File: src/logic/amdt_consts.svh
`ifndef AMDT_CONSTS_SVH
`define AMDT_CONSTS_SVH

// ----------------------------------------
// opcode patterns
// ----------------------------------------
`define AMDT_OPC_ASCII_ADD 8'h37
`define AMDT_OPC_DEC_ADD 8'h27
`define AMDT_OPC_ASCII_SUB 8'h3f
`define AMDT_OPC_DEC_SUB 8'h2f
`define AMDT_OPC_GRP3_HI 7'h7b
`define AMDT_OPC_SMUL_IMM_HI 6'h1a
`define AMDT_OPC_W_BIT 0
`define AMDT_OPC_S_BIT 1

// ----------------------------------------
// modrm fields
// ----------------------------------------
`define AMDT_MOD_REG 2'h3
`define AMDT_REG_UMUL 3'h4
`define AMDT_REG_SMUL 3'h5
`define AMDT_REG_DIV 3'h6

// ----------------------------------------
// execution clock counts
// ----------------------------------------
`define AMDT_CLK_ADJUST 5'h03
`define AMDT_CLK_MPY_RB 5'h0d
`define AMDT_CLK_MPY_RW 5'h15
`define AMDT_CLK_MPY_MB 5'h10
`define AMDT_CLK_MPY_MW 5'h18
`define AMDT_CLK_IMM_R 5'h15
`define AMDT_CLK_IMM_M 5'h18
`define AMDT_CLK_DIV_RB 5'h0e
`define AMDT_CLK_DIV_RW 5'h16

`endif

File: src/logic/amdt_pkg.sv
`default_nettype none
package amdt_pkg;
    typedef enum logic [2:0] {
        op_none,
        op_ascii_add_adjust,
        op_decimal_add_adjust,
        op_ascii_sub_adjust,
        op_decimal_sub_adjust,
        op_unsigned_multiply,
        op_signed_multiply,
        op_unsigned_divide
    } amdt_op_t;

    typedef enum logic [2:0] {
        st_opcode,
        st_modrm,
        st_imm_lo,
        st_imm_hi,
        st_exec
    } amdt_state_t;
endpackage
`default_nettype wire

File: src/logic/amdt_tmr_if.sv
`timescale 1ns/10ps
`default_nettype none
interface amdt_tmr_if #(parameter int CNT_W = 5)
(
    input wire logic clock,
    input wire logic nrst
);
    logic load;
    logic [CNT_W-1:0] count;
    logic busy;
    logic last;
    modport ctl (output load, output count, input busy, input last);
    modport tmr (input clock, input nrst, input load, input count, output busy, output last);
endinterface
`default_nettype wire

File: src/logic/amdt_timer.sv
`timescale 1ns/10ps
`default_nettype none
module amdt_timer #(parameter int CNT_W = 5)
(
    amdt_tmr_if.tmr t
);
    logic [CNT_W-1:0] cnt_ff;
    logic [CNT_W-1:0] nxt_cnt;

    always_comb
    begin
        nxt_cnt = cnt_ff;
        if (t.load)
            nxt_cnt = t.count;
        else if (cnt_ff != '0)
            nxt_cnt = cnt_ff - {{(CNT_W-1){1'b0}}, 1'b1};
    end

    always_ff @(posedge t.clock)
    begin
        if (!t.nrst)
            cnt_ff <= '0;
        else
            cnt_ff <= nxt_cnt;
    end

    assign t.busy = (cnt_ff != '0);
    assign t.last = (cnt_ff == {{(CNT_W-1){1'b0}}, 1'b1});
endmodule
`default_nettype wire

File: src/logic/amdt_decode.sv
// Operation
// (RULE1) 37h: ascii add adjust, 3 clocks
// (RULE2) 27h: decimal add adjust, 3 clocks
// (RULE3) 3Fh: ascii subtract adjust, 3 clocks
// (RULE4) 2Fh: decimal subtract adjust, 3 clocks
// (RULE5) group3 reg 100: unsigned multiply, 13/21/16/24
// (RULE6) group3 reg 101: signed multiply, 13/21/16/24
// (RULE7) immediate signed multiply, 21/24, s picks length
// (RULE8) group3 reg 110: divide 14/22, divide error
// (RULE9) w bit selects byte or word
`timescale 1ns/10ps
`default_nettype none
`include "amdt_consts.svh"
module amdt_decode #(parameter int CNT_W = 5)
(
    input wire logic clock,
    input wire logic nrst,
    input wire logic in_valid,
    input wire logic [7:0] in_byte,
    output logic in_ready,
    input wire logic div_overflow,
    output amdt_pkg::amdt_op_t op_out,
    output logic word_out,
    output logic mem_out,
    output logic imm_form_out,
    output logic [15:0] imm_out,
    output logic busy,
    output logic done,
    output logic div_error,
    output logic unknown_opc
);
    // ----------------------------------------
    // helpers
    // ----------------------------------------
    function automatic logic [CNT_W-1:0] clocks_for(amdt_pkg::amdt_op_t op, logic imm,
                                                   logic word, logic mem);
        logic [4:0] c;
        c = `AMDT_CLK_ADJUST;
        if (imm)
            c = mem ? `AMDT_CLK_IMM_M : `AMDT_CLK_IMM_R;
        else if (op == amdt_pkg::op_unsigned_divide)
            c = word ? `AMDT_CLK_DIV_RW : `AMDT_CLK_DIV_RB;
        else if (op == amdt_pkg::op_unsigned_multiply || op == amdt_pkg::op_signed_multiply)
            c = mem ? (word ? `AMDT_CLK_MPY_MW : `AMDT_CLK_MPY_MB)
                    : (word ? `AMDT_CLK_MPY_RW : `AMDT_CLK_MPY_RB);
        return CNT_W'(c);
    endfunction

    amdt_tmr_if #(.CNT_W(CNT_W)) tmr_bus (.clock(clock), .nrst(nrst));

    amdt_timer #(.CNT_W(CNT_W)) u_timer (.t(tmr_bus.tmr));

    // ----------------------------------------
    // decode state
    // ----------------------------------------
    amdt_pkg::amdt_state_t state_ff, nxt_state;
    amdt_pkg::amdt_op_t op_ff, nxt_op;
    logic word_ff, nxt_word;
    logic mem_ff, nxt_mem;
    logic imm_ff, nxt_imm;
    logic sext_ff, nxt_sext;
    logic [15:0] imm_val_ff, nxt_imm_val;
    logic div_err_ff, nxt_div_err;
    logic unk_ff, nxt_unk;
    logic take;
    logic [1:0] md;
    logic [2:0] rf;

    assign in_ready = (state_ff != amdt_pkg::st_exec);
    assign take = in_valid && in_ready;
    assign md = in_byte[7:6];
    assign rf = in_byte[5:3];

    always_comb
    begin
        nxt_state = state_ff;
        nxt_op = op_ff;
        nxt_word = word_ff;
        nxt_mem = mem_ff;
        nxt_imm = imm_ff;
        nxt_sext = sext_ff;
        nxt_imm_val = imm_val_ff;
        nxt_div_err = 1'b0;
        nxt_unk = 1'b0;
        tmr_bus.load = 1'b0;
        tmr_bus.count = '0;
        unique case (state_ff)
            amdt_pkg::st_opcode:
            begin
                if (take)
                begin
                    nxt_imm = 1'b0;
                    nxt_mem = 1'b0;
                    nxt_word = 1'b0;
                    nxt_op = amdt_pkg::op_none;
                    nxt_state = amdt_pkg::st_exec;
                    tmr_bus.load = 1'b1;
                    tmr_bus.count = clocks_for(amdt_pkg::op_none, 1'b0, 1'b0, 1'b0);
                    if (in_byte == `AMDT_OPC_ASCII_ADD)
                        nxt_op = amdt_pkg::op_ascii_add_adjust; // RULE1
                    else if (in_byte == `AMDT_OPC_DEC_ADD)
                        nxt_op = amdt_pkg::op_decimal_add_adjust; // RULE2
                    else if (in_byte == `AMDT_OPC_ASCII_SUB)
                        nxt_op = amdt_pkg::op_ascii_sub_adjust; // RULE3
                    else if (in_byte == `AMDT_OPC_DEC_SUB)
                        nxt_op = amdt_pkg::op_decimal_sub_adjust; // RULE4
                    else
                    begin
                        tmr_bus.load = 1'b0;
                        nxt_state = amdt_pkg::st_opcode;
                        if (in_byte[7:1] == `AMDT_OPC_GRP3_HI)
                        begin
                            nxt_word = in_byte[`AMDT_OPC_W_BIT]; // RULE9
                            nxt_state = amdt_pkg::st_modrm;
                        end
                        else if (in_byte[7:2] == `AMDT_OPC_SMUL_IMM_HI && in_byte[0])
                        begin
                            nxt_imm = 1'b1; // RULE7
                            nxt_word = 1'b1;
                            nxt_sext = in_byte[`AMDT_OPC_S_BIT];
                            nxt_op = amdt_pkg::op_signed_multiply;
                            nxt_state = amdt_pkg::st_modrm;
                        end
                        else
                            nxt_unk = 1'b1;
                    end
                end
            end
            amdt_pkg::st_modrm:
            begin
                if (take)
                begin
                    nxt_mem = (md != `AMDT_MOD_REG);
                    if (imm_ff)
                        nxt_state = amdt_pkg::st_imm_lo;
                    else
                    begin
                        nxt_state = amdt_pkg::st_exec;
                        if (rf == `AMDT_REG_UMUL)
                            nxt_op = amdt_pkg::op_unsigned_multiply; // RULE5
                        else if (rf == `AMDT_REG_SMUL)
                            nxt_op = amdt_pkg::op_signed_multiply; // RULE6
                        else if (rf == `AMDT_REG_DIV && md == `AMDT_MOD_REG)
                            nxt_op = amdt_pkg::op_unsigned_divide; // RULE8
                        else
                        begin
                            // compare, negate and memory divide belong to other decoders
                            nxt_state = amdt_pkg::st_opcode;
                            nxt_unk = 1'b1;
                        end
                        tmr_bus.load = (nxt_state == amdt_pkg::st_exec);
                        tmr_bus.count = clocks_for(nxt_op, 1'b0, word_ff, nxt_mem);
                    end
                end
            end
            amdt_pkg::st_imm_lo:
            begin
                if (take)
                begin
                    nxt_imm_val = {{8{sext_ff & in_byte[7]}}, in_byte};
                    if (sext_ff)
                    begin
                        nxt_state = amdt_pkg::st_exec; // RULE7
                        tmr_bus.load = 1'b1;
                        tmr_bus.count = clocks_for(op_ff, 1'b1, 1'b1, mem_ff);
                    end
                    else
                        nxt_state = amdt_pkg::st_imm_hi;
                end
            end
            amdt_pkg::st_imm_hi:
            begin
                if (take)
                begin
                    nxt_imm_val = {in_byte, imm_val_ff[7:0]};
                    nxt_state = amdt_pkg::st_exec;
                    tmr_bus.load = 1'b1;
                    tmr_bus.count = clocks_for(op_ff, 1'b1, 1'b1, mem_ff); // RULE7
                end
            end
            amdt_pkg::st_exec:
            begin
                if (tmr_bus.last)
                begin
                    nxt_state = amdt_pkg::st_opcode;
                    // datapath flags the fault only on the closing clock
                    nxt_div_err = (op_ff == amdt_pkg::op_unsigned_divide) && div_overflow; // RULE8
                end
            end
            default:
                nxt_state = amdt_pkg::st_opcode;
        endcase
    end

    always_ff @(posedge clock)
    begin
        if (!nrst)
        begin
            state_ff <= amdt_pkg::st_opcode;
            op_ff <= amdt_pkg::op_none;
            word_ff <= 1'b0;
            mem_ff <= 1'b0;
            imm_ff <= 1'b0;
            sext_ff <= 1'b0;
            imm_val_ff <= 16'h0000;
            div_err_ff <= 1'b0;
            unk_ff <= 1'b0;
        end
        else
        begin
            state_ff <= nxt_state;
            op_ff <= nxt_op;
            word_ff <= nxt_word;
            mem_ff <= nxt_mem;
            imm_ff <= nxt_imm;
            sext_ff <= nxt_sext;
            imm_val_ff <= nxt_imm_val;
            div_err_ff <= nxt_div_err;
            unk_ff <= nxt_unk;
        end
    end

    assign op_out = op_ff;
    assign word_out = word_ff;
    assign mem_out = mem_ff;
    assign imm_form_out = imm_ff;
    assign imm_out = imm_val_ff;
    assign busy = (state_ff == amdt_pkg::st_exec);
    assign done = busy && tmr_bus.last;
    assign div_error = div_err_ff;
    assign unknown_opc = unk_ff;

    // ----------------------------------------
    // checks
    // ----------------------------------------
    // repetition is capped, so long runs are measured by a counter
    logic [5:0] len_ff, nxt_len;
    logic take_op;
    always_comb
    begin
        nxt_len = busy ? 6'(len_ff + 6'h01) : 6'h00;
    end
    always_ff @(posedge clock)
    begin
        if (!nrst)
            len_ff <= 6'h00;
        else
            len_ff <= nxt_len;
    end
    assign take_op = take && (state_ff == amdt_pkg::st_opcode);
endmodule
`default_nettype wire

File: config.mk
export PLATFORM = sky130hd
export DESIGN_NAME = amdt_decode
export DESIGN_NICKNAME = d
export VERILOG_FILES = /design/src/logic/amdt_pkg.sv /design/src/logic/amdt_tmr_if.sv /design/src/logic/amdt_timer.sv /design/src/logic/amdt_decode.sv
export VERILOG_INCLUDE_DIRS = /design/src /design/src/logic
export SDC_FILE = /design/constraint.sdc
export NUM_CORES = 1
export LEC_CHECK = 0
export ABC_AREA = 1
export BUFFER_PORTS_ARGS = -buffer_cell sky130_fd_sc_hd__clkbuf_2
export CELL_PAD_IN_SITES_DETAIL_PLACEMENT = 0
export CELL_PAD_IN_SITES_GLOBAL_PLACEMENT = 2
export CORE_MARGIN = 5
export CORE_UTILIZATION = 27
export CTS_BUF_LIST = sky130_fd_sc_hd__clkbuf_8
export CTS_CLUSTER_SIZE = 10
export DETAILED_ROUTE_END_ITERATION = 6
export PLACE_DENSITY = 0.87
export SETUP_SLACK_MARGIN = 0.1
export SLEW_MARGIN = 20
export SYNTH_ARGS = -nofsm -noshare
export SYNTH_HDL_FRONTEND = slang
export SYNTH_SLANG_ARGS = --single-unit
File: constraint.sdc
create_clock -name clock -period 1.5 [get_ports clock]
set_clock_uncertainty 0.05 [all_clocks]
set_input_delay 0.225 -clock clock [delete_from_list [all_inputs] [get_ports clock]]
set_output_delay 0.225 -clock clock [all_outputs]
set_load 0.01 [all_outputs]
==> results of run 1 <==
layer usage:
layer | GRT usage (%) | share of wire (%)
met3 | 1.38 | 2.1
met1 | 16.2 | 47
met5 | 0 | 0
met2 | 20.9 | 50
met4 | 4.03 | 1.3
layout by cell type, fill, tap and decap left out, types with 6 or more instances in the layout:
cell type,Yosys,routed
clkbuf_2,0,35
inv_1,50,40
nor2_4,3,10
nand3_1,10,7
a21oi_1,23,17
dfxtp_1,33,26
nand2_2,6,8
nor2_1,32,23
dfxtp_2,0,6
nand2_4,2,6
buf_6,0,10
o21ai_1,7,8
a21oi_2,1,7
buf_4,0,44
clkbuf_8,0,6
inv_2,3,9
nand2_1,39,33
o21ai_0,21,17
nor2_2,6,8
cell type report:
type                       count  area (um^2)  share of cell area [%]
clock buffer                   6         82.6                    2.83
sequential                    33          672                    23.0
inverter                      55          220                    7.55
tap                           80          100                    3.43
clock inverter                 1         3.75                   0.129
timing repair buffer          90          623                    21.4
multi-input combinational    181         1210                    41.6
repair_timing:
item,4_1_cts,5_1_grt
pin swaps,6,15
gates cloned,0,1
resized for setup,23,68
setup buffers,4,5
setup endpoints to repair,23,34
cells by family (layout without fill, tap and decap cells):
kind of cell | Yosys count | count (layout) | share of synthesized area, %
XOR/XNOR | 2 | 2 | 0.945
adder cells (fa/ha/maj) | 3 | 3 | 2.03
AND/OR/NAND/NOR | 109 | 110 | 28.8
flip-flops | 33 | 33 | 35.7
buffers and inverters | 59 | 152 | 12.2
AO/OA/AOI/OAI | 66 | 66 | 20.4
state kept, by name, summed over array words and instances (netlist names):
| signal | cells |
|---|---|
| imm_out | 16 |
| u_timer.cnt_ff | 5 |
| op_out | 3 |
| state_ff | 3 |
| div_error | 1 |
| imm_form_out | 1 |
| mem_out | 1 |
| sext_ff | 1 |
| unknown_opc | 1 |
| word_out | 1 |
power by group through the flow:
stage,clock network [W],registers [W],logic (W)
after floorplan,0,0.000988,0.000406
after global placement,0,0.000975,0.000673
after detailed placement,0,0.000976,0.000673
after CTS,0.000692,0.000967,0.000778
after global routing,0.000725,0.000977,0.000932
final,0.000659,0.000968,0.000845
final timing paths:
| check | to | slack (ps) |
|---|---|---|
| min | div_error | 180 |
| max reg2reg | u_timer.cnt_ff[0] | -120 |
| min reg2reg | imm_out[7] | 390 |
| max | u_timer.cnt_ff[0] | -120 |
cell usage after synthesis (all sizes together), types with 3 or more instances:
master / instances / share of area, %
nand3: 14 / 4.9
inv: 53 / 11
dfxtp: 33 / 36
o221ai: 7 / 3.3
nor2: 41 / 10
o21ai: 28 / 7.6
nand2: 47 / 11
ha: 3 / 2.0
a21oi: 24 / 6.7
o211ai: 3 / 1.2
worst max-delay path: stages (launching register included):
cell,delay (ps)
dfxtp_2,320
or2_4,260
nor2_4,160
nor2_2,70
a21oi_2,210
buf_4,170
nand3_4,90
o21ai_2,120
a21oi_1,70
through the flow:
step / instances / instance area (um^2) / hold slack (ps) / util, % / power, W
3_3_place_gp: 430 / 2470 / 385 / 36.8 / 0.00165
5_1_grt: 446 / 2920 / 188 / 43.4 / 0.00263
2_1_floorplan: 272 / 1870 / 318 / - / 0.00139
6_report: 446 / 2920 / 180 / 43.4 / 0.00247
4_1_cts: 441 / 2660 / 190 / 39.6 / 0.00244
3_5_place_dp: 430 / 2470 / 388 / 36.8 / 0.00165
==> results.md, run 1 <==
Run status:
- The flow ran to the end, but the final reports show violations.
- The final reports fail on setup timing.

Worst setup path:
- The largest fanout of any net on the critical path is 3.
- The worst setup path is captured at a register.
- In this run the worst setup path begins at u_timer.cnt_ff[2].
- The data arrival time of the critical path is 1730 ps.
- The worst setup path is launched from a register.
- The required time of the worst setup path is 1610 ps.
- The startpoint of the worst register-to-register path is u_timer.cnt_ff[2].
- The worst setup path is of the reg -> reg kind.
- The length in cells of the worst reg-to-reg path is 8.

Route:
- The number of DRC violations after detailed-routing iteration 0 is 67.
- The count of vias placed by the detailed router is 2,016.
- The final antenna-violating net count is 0.
- The first-pass detailed-route iteration total is 5.
- In the routed layout, each cell is associated on average with a via count of between 4 and 5.
- Wires add up to 5520 um.
- The final routed wire length divided by cell count is approximately 12 um.
- The remaining design rule violation count is 0.

GRT:
- Summed over all layers, the global routing overflow is 0.
- The via count of the first global-routing pass is 1,869.
- The largest net degree at the start of global routing is 21.
- The first global-routing pass estimated between 8000 and 9000 um of wire.
- The initial antenna violation count is 0.
- In the global route stage, overall resource usage came out at approximately an eighth.

Timing:
- The aggregate negative setup slack is -591 ps.
- The number of hold violations in the final report is 0.
- The share of the clock period used by the worst path is 108%.
- The clock period minus final worst setup slack is 1620 ps.
- The transition time at the pin with the least slew margin is 374 ps.
- Setup repair after global routing could not meet its margin everywhere.
- The number of max-slew violations in the final report is 0.
- The worst max-slew margin expressed relative to the limit is 75.0%.
- Once routing completed, OpenROAD measured the worst setup slack at -119 ps.
- Setup violations remaining at the end of the flow were counted as 7.
- Based on the critical path, the design can be clocked at up to a little over 0.6 GHz.

Finish:
- The final antenna diode count is 0.
- For this run, the post-layout net count is 381.
- The number of fillers in the final layout is 698.
- The area growth from synthesis to layout is 57.3%.
- The ratio of cells with drive above 1 in the final layout is 48.9%.

Synth:
- Counting distinct cell types in the post-synthesis netlist gives 34.
- After synthesis, flip-flops and latches occupy 35.7% of the total area.
- For this run, asynchronously set or reset flops after synthesis account for 0%.
- The number of warnings issued by yosys is 0.
- The prevailing post-synth register cell is dfxtp_1.
- In the synthesized netlist, the number of instances is 272.
- Yosys mapped a number of flops with a built-in enable equal to 0.
- The synthesized design contains 33 register bits.
- The average footprint of a synthesized cell is between 6 and 7 um^2.
- When the netlist entered floorplanning its net count stood at about 290.
- The synthesized area is 0.00185 mm^2.

CTS:
- The number of hold buffers added after CTS was 0.
- CTS placed an instance of clkbuf_8 at the clock tree root.
- Clock latency on the worst-skew pair, taken at its later pin, is 270 ps.
- TritonCTS built the clock tree.
- The clock passes through at most 2 buffers.
- The sink count of the clock tree is 33.
- After clock tree synthesis, the clock-pin slew on the worst setup and hold paths is around 70 ps.
- The H-tree was split into 2 levels.
- In this run, CTS created clock tree buffers numbering 5.

Placed design:
- Once detailed placement completed, the half-perimeter wirelength came to 4170 um.
- The congestion estimate from routability-driven global placement came to 0.800.
- The post-place setup slack is -245 ps.
- The quantity of I/O buffers inserted on ports is 38.

Run:
- The reported max-cap violation count is 0.

Pwr:
- The power density over the cells is 848 mW/mm^2.
- The worst-case IR drop observed on VDD is 0.000426 V.
- The fraction of power consumed by combinational cells is between 30% and 40%.
- The part of the total power dissipated in sequential elements is around two fifths.
- The design internal power is around 0.0017 W.
- In this run the static leakage power is ~1.4 nW.
- The clock network fraction of design power is a little over a quarter.
- For this design the total switching power over the nets is 0.000775 W.
- Net switching is 31.4% of the power.

Floorplanning:
- During I/O placement, the number of pins put on the boundary was 39.
- The number of placement rows is 30.
- The die is 92.8 um tall.
- The full die area is 0.00862 mm^2.
- The core region is approximately 0.0067 mm^2.
- The die is 92.8 um wide.
- Once the floorplan was initialized, standard cells occupied about 28% of the core.

Hold path:
- The instance count along the most critical hold path is 3.
- In this run the worst hold path is classified as in -> reg.
- The startpoint of the lowest-slack hold path is div_overflow.
Power figures use the tool's default switching activity.
==> inputs of run 2 (changes only) <==
CORE_UTILIZATION = 28   (was 27)
PLACE_DENSITY = 0.9   (was 0.87)
SYNTH_HIERARCHICAL = 1   (was not set)
==> run 2 against run 1 <==
Effect of this change:
- the run still ends with setup timing left
- critical path type is now reg -> out
- largest power group unchanged
- highest routed layer unchanged
- critical path depth did not move
- clock-buffer cell count unchanged
- worst hold slack lost 18 ps
- via count is 6.3% higher
- non-clock buffer count rose by 9
- cell count up 5.6%
- power rose by 2.9%
- global-route usage up 1.2 points
==> results.md, run 2 <==
Synth:
- The number of nets in the synthesized netlist came to 302 (+5.2%).
- The average footprint of a synthesized cell is 6.76 um^2 (-0.81%).
- The post-synthesis instance total is 287 (+5.5%).
- The synthesized area is 0.00194 mm^2 (+4.7%).
- The number of warnings issued by yosys was 6 (+6).

Route:
- The remaining design rule violation count came to 0 (unchanged).
- The first-pass detailed-route iteration total was 4 (-1).
- The final antenna-violating net count came to 0 (unchanged).
- The via-per-instance ratio is 4.55 (+0.66%).
- The count of vias placed by the detailed router was 2,143 (+6.3%).
- The number of DRC violations after detailed-routing iteration 0 came to 127 (+90%).
- The final routed wire length divided by cell count is 12.1 um (-2.3%).
- The detailed-route wire length was 5700 um (+3.2%).

Timing:
- Setup repair after global routing could not meet its margin everywhere.
- The worst path setup slack after routing is -71.6 ps (+47.8 ps).
- The highest achievable clock rate came to 0.636 GHz (+3.0%).
- The aggregate negative setup slack is -133 ps (+458 ps).
- The share of the clock period used by the worst path is 105% (-3.2 points).
- The number of max-slew violations in the final report was 0 (unchanged).
- The number of hold violations in the final report is 0 (unchanged).
- The clock period minus final worst setup slack came to 1570 ps (-47.8 ps).
- The number of setup violations in the final report is 4 (-3).
- The transition time at the pin with the least slew margin is 343 ps (-31.1 ps).
- The worst max-slew margin expressed relative to the limit is 77.1% (+2.1 points).

Finish:
- The final net count is 405 (+6.3%).
- The storage element area was 668 um^2 (-0.56%).
- The number of fillers in the final layout is 695 (-0.43%).
- Leaving out fill and tap cells, the most frequent cell in the layout is nand2_1.
- The utilization of the core after routing came to 44.3% (+0.94 points).
- The area overhead of the layout relative to synthesis is 54.5%.
- The footprint of the multi-input gates is 0.00121 mm^2 (-0.51%).
- The ratio of cells with drive above 1 in the final layout was 47.1% (-1.8 points).
- The number of flip-flops in the largest register is 16 (unchanged).
- The top cell types in the final layout, fill and taps aside, are nand2_1, buf_4, clkbuf_2.
- The final antenna diode count is 0 (unchanged).

Pwr:
- The reported leakage power is 1.47 nW (+5.5%).
- The worst IR drop on VDD is 0.000342 V (-20%).
- The sum of internal, switching and leakage power came to 0.00254 W (+2.9%).
- The power density over the cells is 849 mW/mm^2 (+0.14%).

Worst setup path:
- The largest fanout of any net on the critical path is 3 (unchanged).
- The worst register-to-register path begins at state_ff[0].
- The data arrival time of the critical path is 1300 ps (-430 ps).
- The reg2reg setup slack is -40 ps (+80 ps).
- The critical path's largest stage delay is 340 ps (+20 ps).
- The worst flop-to-flop path endpoint is u_timer/cnt_ff[0].
- The critical path is of the reg -> out type.
- The length in cells of the worst reg-to-reg path is 10 (+2).
- STA classifies the critical path startpoint as a register.
- Among all stages on the critical path, the largest delay is contributed by dfxtp_2.
- The worst setup path is captured at an output pin.
- The required time of the worst setup path is 1220 ps (-390 ps).
- Walking the worst path, the cells encountered are buf_6 -> nor2_4 -> inv_2 -> nor2_4 -> buf_6 -> inv_4 -> nor2_1 -> buf_2.
- The gate family responsible for the most delay along the worst path is buffers and inverters.
- The number of buffers and inverters on the critical path is 5 (+4).

CTS:
- The clock latency of the later-clocked register in the worst-skew pair is 280 ps (about the same).
- The sink count of the clock tree is 33 (unchanged).
- The post-cts hold buffer count was 0 (unchanged).
- The deepest level of the CTS H-tree is 2 (unchanged).
- The register clock-pin slew on the reported worst setup and hold paths is 70 ps (about the same).
- TritonCTS built the clock tree.
- Clock tree synthesis selected as its root buffer the cell clkbuf_8.
- The TritonCTS buffer count was 5 (unchanged).
- The maximum clock insertion buffer count is 2 (unchanged).

GRT:
- The first-pass GRT wire length came to 9290 um (+7.8%).
- The largest net degree at the start of global routing is 16 (-24%).
- The via count of the first global-routing pass was 2,009 (+7.5%).
- The aggregate global-route resource usage is 13.5% (+1.2 points).
- The fraction of met1 tracks used by global routing was 17.7% (+1.5 points).
- In this run the most used layer during global routing was met2.
- The met2 capacity usage during global routing is 22.3% (+1.3 points).
- The met3 track utilization from global routing came to 2.98% (+1.6 points).
- The sum of overflow across all layers after global routing is 0 (unchanged).
- The initial antenna violation count came to 0 (unchanged).

Placed design:
- The quantity of I/O buffers inserted on ports is 38 (unchanged).
- The post-place setup slack is -180 ps (+64.7 ps).
- The HPWL after detailed placement is 4470 um (+7.2%).
- The global placer's final weighted congestion is 0.810 (+1.2%).

Hold path:
- The worst hold path terminates at imm_out[8].
- The startpoint of the lowest-slack hold path is in_byte[0].
- The class of the worst hold path is in -> reg.
- The instance count along the most critical hold path is 3 (unchanged).

Floorplanning:
- The placeable core area is 0.00676 mm^2 (+0.56%).
- The starting density of the core is 28.7% (+1.1 points).
- The die boundary width was 93.2 um (+0.41%).
- The y dimension of the die was 93.2 um (+0.41%).
- The full die area came to 0.00869 mm^2 (+0.82%).
- The top-level I/O count is 39 (unchanged).
- The number of placement rows came to 30 (unchanged).

Run:
- The reported max-cap violation count is 0 (unchanged).

Run status:
- The final reports fail on setup timing.
- The flow ran to the end, but the final reports show violations.
[run 2: cell count changes in the layout (fill, tap and decap cells not counted), sizes merged, moves of 2 or more]
cell,change
nor2,-7
nand3,+3
nand2,+21
nor3,+7
a21oi,+2
o221ai,-6
inv,-7
o21ai,-3
a31oi,+7
or2,-2
buf,+9
[run 2: worst max path at each step]
stage / slack (ps) / cells past startpoint / end / from
finish: -70 / 8 / done / state_ff[0]
global route: -190 / 13 / u_timer/cnt_ff[1] / state_ff[0]
CTS: -120 / 8 / done / state_ff[0]
detailed placement: -180 / 11 / u_timer/cnt_ff[1] / in_byte[3]
global placement: -150 / 11 / u_timer/cnt_ff[2] / in_byte[4]
floorplan: -120 / 13 / u_timer/cnt_ff[1] / state_ff[0]
[run 2: routing by layer]
layer  share of wire, %  wire (um)
met1                 47       2690
met2                 47       2660
met3                4.6        262
met4                1.5         86
met5                  0          0
[run 2: what timing repair did]
item	4_1_cts	5_1_grt
cloned	0	1
pin swaps	15	9
setup buffers	8	5
setup endpoints to repair	22	24
gates resized for setup	29	36
[run 2: tightest hold or removal path, delay by kind of cell]
family          cells  cell delay, ps
buf+inv             1             100
simple gates        1              60
compound gates      1              60
[run 2: report_power, final]
group | switching, W | internal (W)
registers | 0.0000412 | 0.000926
clock network | 0.000341 | 0.000540
logic | 0.000406 | 0.000290
total | 0.000788 | 0.00176
[run 2: per-stage QoR]
stage                     instances  cell area (um^2)  hold WS (ps)
after global routing            471              3000           156
after floorplan                 287              1940           299
after CTS                       466              2850           150
final                           471              3000           162
after global placement          452              2610           448
after detailed placement        452              2610           456
[run 2: area by class of cell]
class	instances	share of cell area (%)
timing repair buffer	99	23.5
clock buffer	6	2.76
multi-input combinational	202	40.3
inverter	49	6.56
tap	80	3.34
sequential	33	22.3
clock inverter	2	1.25
==> inputs of run 3 (changes only) <==
ABC_AREA = 0   (was 1)
CORE_UTILIZATION = 30   (was 28)
PLACE_DENSITY = 0.89   (was 0.9)
==> run 3 against run 2 <==
Effect of this change:
- the run still ends with setup timing left
- core utilization is 5.9 points higher
- worst hold slack worse by 68 ps
- non-clock buffer count is 11 higher
- cell area is 6.0% higher
- clock power is 0.9% lower
- synthesized area is 0.52% lower
- synthesized cell count is 20% lower
- via count is 4.6% lower
- combinational power is 9.1% higher
- critical path depth is 2 lower
- sequential power is 5% higher
- largest cell class unchanged
==> results.md, run 3 <==
Synth:
- The number of nets in the synthesized netlist is 246 (-19%).
- The post-synthesis instance total is 231 (-20%).
- The synthesized area was 0.00193 mm^2 (-0.52%).
- The average footprint of a synthesized cell is 8.35 um^2 (+24%).
- The number of warnings issued by yosys is 6 (unchanged).

Worst setup path:
- The startpoint of the worst register-to-register path is state_ff[2].
- The endpoint class of the critical path is a register.
- The largest fanout of any net on the critical path is 7 (+4).
- The length in cells of the worst reg-to-reg path came to 6 (-4).
- Traced cell by cell, the critical path runs through nand2b_4 -> nor2_2 -> and3_4 -> a21o_4 -> or4_1 -> nand3_1.
- The worst flop-to-flop path endpoint is u_timer/cnt_ff[1].
- The critical path's largest stage delay was 520 ps (+180 ps).
- The reg2reg setup slack is -90 ps (-50 ps).
- The critical path ends at u_timer/cnt_ff[1].
- The type of element launching the critical path is a register.
- Among all stages on the critical path, the largest delay is contributed by or4_1.
- The kind of critical path is reg -> reg.
- The required time of the worst setup path is 1670 ps (+450 ps).
- The data arrival time of the critical path came to 1760 ps (+460 ps).
- The worst setup path startpoint is state_ff[2].

Floorplanning:
- The full die area was 0.00814 mm^2 (-6.4%).
- The starting density of the core is 30.6% (+1.9 points).
- The top-level I/O count is 39 (unchanged).
- The number of placement rows is 29 (-3.3%).
- The placeable core area is 0.00631 mm^2 (-6.6%).
- The y dimension of the die was 90.2 um (-3.3%).
- The die boundary width is 90.2 um (-3.3%).

GRT:
- The met2 capacity usage during global routing is 25.2% (+2.9 points).
- The fraction of met1 tracks used by global routing is 19.3% (+1.6 points).
- The initial antenna violation count was 0 (unchanged).
- The sum of overflow across all layers after global routing is 0 (unchanged).
- The via count of the first global-routing pass is 2,119 (+5.5%).
- The aggregate global-route resource usage is 15.2% (+1.7 points).
- The first-pass GRT wire length is 10,200 um (+10%).
- The met3 track utilization from global routing came to 3.42% (+0.45 points).
- The layer flagged by global routing as most heavily used is met2.
- The largest net degree at the start of global routing is 21 (+5).

CTS:
- In this run the clock root is driven by a clkbuf_8.
- The sink count of the clock tree is 33 (unchanged).
- The register clock-pin slew on the reported worst setup and hold paths is 80 ps (about the same).
- The post-cts hold buffer count came to 0 (unchanged).
- The maximum clock insertion buffer count came to 2 (unchanged).
- TritonCTS built the clock tree.
- The deepest level of the CTS H-tree is 2 (unchanged).
- The clock latency of the later-clocked register in the worst-skew pair is 290 ps (about the same).
- The TritonCTS buffer count is 5 (unchanged).

Route:
- The via-per-instance ratio was 4.95 (+8.8%).
- The final antenna-violating net count was 0 (unchanged).
- The count of vias placed by the detailed router was 2,044 (-4.6%).
- The remaining design rule violation count is 0 (unchanged).
- The final routed wire length divided by cell count is 14.7 um (+22%).
- The detailed-route wire length is 6090 um (+6.8%).
- The number of DRC violations after detailed-routing iteration 0 is 128 (+0.79%).
- The first-pass detailed-route iteration total is 4 (unchanged).

Pwr:
- The fraction of power consumed by combinational cells came to 28.6% (+1.2 points).
- The clock network fraction of design power is 32.9% (-1.7 points).
- The reported leakage power was 1.33 nW (-9.9%).
- The switching share of power is 28.6% (-2.4 points).
- The part of the total power dissipated in sequential elements is 38.5% (+0.5 points).
- The worst IR drop on VDD was 0.000622 V (+82%).
- The reported net switching power is 0.000757 W (-3.9%).
- The power density over the cells came to 835 mW/mm^2 (-1.6%).
- The design internal power is 0.00189 W (+7.9%).

Timing:
- The share of the clock period used by the worst path is 106% (+1.3 points).
- The transition time at the pin with the least slew margin came to 381 ps (+37.2 ps).
- The highest achievable clock rate is 0.629 GHz (-1.2%).
- Setup repair after global routing could not meet its margin everywhere.
- The clock period minus final worst setup slack is 1590 ps (+19.4 ps).
- The number of setup violations in the final report was 11 (+7).
- The worst max-slew margin expressed relative to the limit is 74.5% (-2.6 points).
- The number of max-slew violations in the final report came to 0 (unchanged).
- The aggregate negative setup slack is -368 ps (-235 ps).
- The number of hold violations in the final report is 0 (unchanged).
- The worst path setup slack after routing was -91.1 ps (-19.4 ps).

Placed design:
- The post-place setup slack came to -299 ps (-120 ps).
- The global placer's final weighted congestion is 0.862 (+6.5%).
- The placed instance area is 0.00265 mm^2 (+1.5%).
- The HPWL after detailed placement is 4490 um (+0.47%).
- The quantity of I/O buffers inserted on ports came to 38 (unchanged).

Run status:
- The checks that failed: setup timing.
- The flow ran to the end, but the final reports show violations.

Run:
- The reported max-cap violation count is 0 (unchanged).

Finish:
- The footprint of the multi-input gates is 0.00146 mm^2 (+21%).
- The storage element area is 686 um^2 (+2.6%).
- The top cell types in the final layout, fill and taps aside, are buf_4, clkbuf_2, dfxtp_1.
- The ratio of cells with drive above 1 in the final layout came to 50.6% (+3.5 points).
- The area growth from synthesis to layout is 64.5%.
- The final net count was 350 (-14%).
- The number of fillers in the final layout is 613 (-12%).
- The number of flip-flops in the largest register is 16 (unchanged).
- The cell area after layout is 0.00317 mm^2 (+6.0%).
- The most common cell after layout, fill and taps aside is buf_4.
- The final antenna diode count was 0 (unchanged).

Hold path:
- The min-delay analysis places its worst path in the category in -> reg.
- The instance count along the most critical hold path is 3 (unchanged).
==> run 3: stage by stage <==
| stage | utilization, % | hold WS, ps | power (W) | instances |
|---|---|---|---|---|
| global placement | 41.9 | 403 | 0.00160 | 392 |
| finish | 50.3 | 94.0 | 0.00265 | 413 |
| CTS | 46.9 | 96.9 | 0.00264 | 406 |
| floorplan | - | 302 | 0.00141 | 231 |
| detailed placement | 41.9 | 413 | 0.00161 | 392 |
| global route | 50.3 | 129 | 0.00282 | 413 |
==> run 3: cell type report <==
type                       count  area share [%]
multi-input combinational    175            46.0
clock buffer                   6            2.60
inverter                      10            1.18
timing repair buffer         110            24.6
clock inverter                 2            1.06
sequential                    33            21.6
tap                           77            3.04
==> run 3: routing by layer <==
layer / share of wire, % / vias up
met2: 49 / 34
met1: 46 / 966
met4: 1.2 / 0
li1: - / 1038
met5: 0 / -
met3: 3.7 / 6
==> run 3: worst min path at each step <==
stage                  from  slack [ps]          end
2_1_floorplan  div_overflow         300    div_error
3_3_place_gp    imm_out[15]         400  imm_out[15]
3_5_place_dp    imm_out[15]         410  imm_out[15]
4_1_cts        div_overflow         100    div_error
5_1_grt        div_overflow         130    div_error
6_report       div_overflow          90    div_error
==> run 3: critical path, delay by kind of cell, from the launching register on <==
kind            cells  cell delay (ps)
compound gates      1              210
flops               1              340
simple gates        5              930
==> run 3: power by group through the flow <==
stage                     Clock (W)  Combinational (W)  Sequential, W
final                      0.000873           0.000759        0.00102
after global routing       0.000942           0.000847        0.00103
after CTS                  0.000896           0.000725        0.00102
after detailed placement          0           0.000586        0.00102
after global placement            0           0.000582        0.00102
after floorplan                   0           0.000400        0.00101
==> run 3: what timing repair did <==
item,CTS,global route
endpoints found under the setup margin,32,31
pin swaps,9,21
gates resized for setup,39,31
setup buffers,6,7
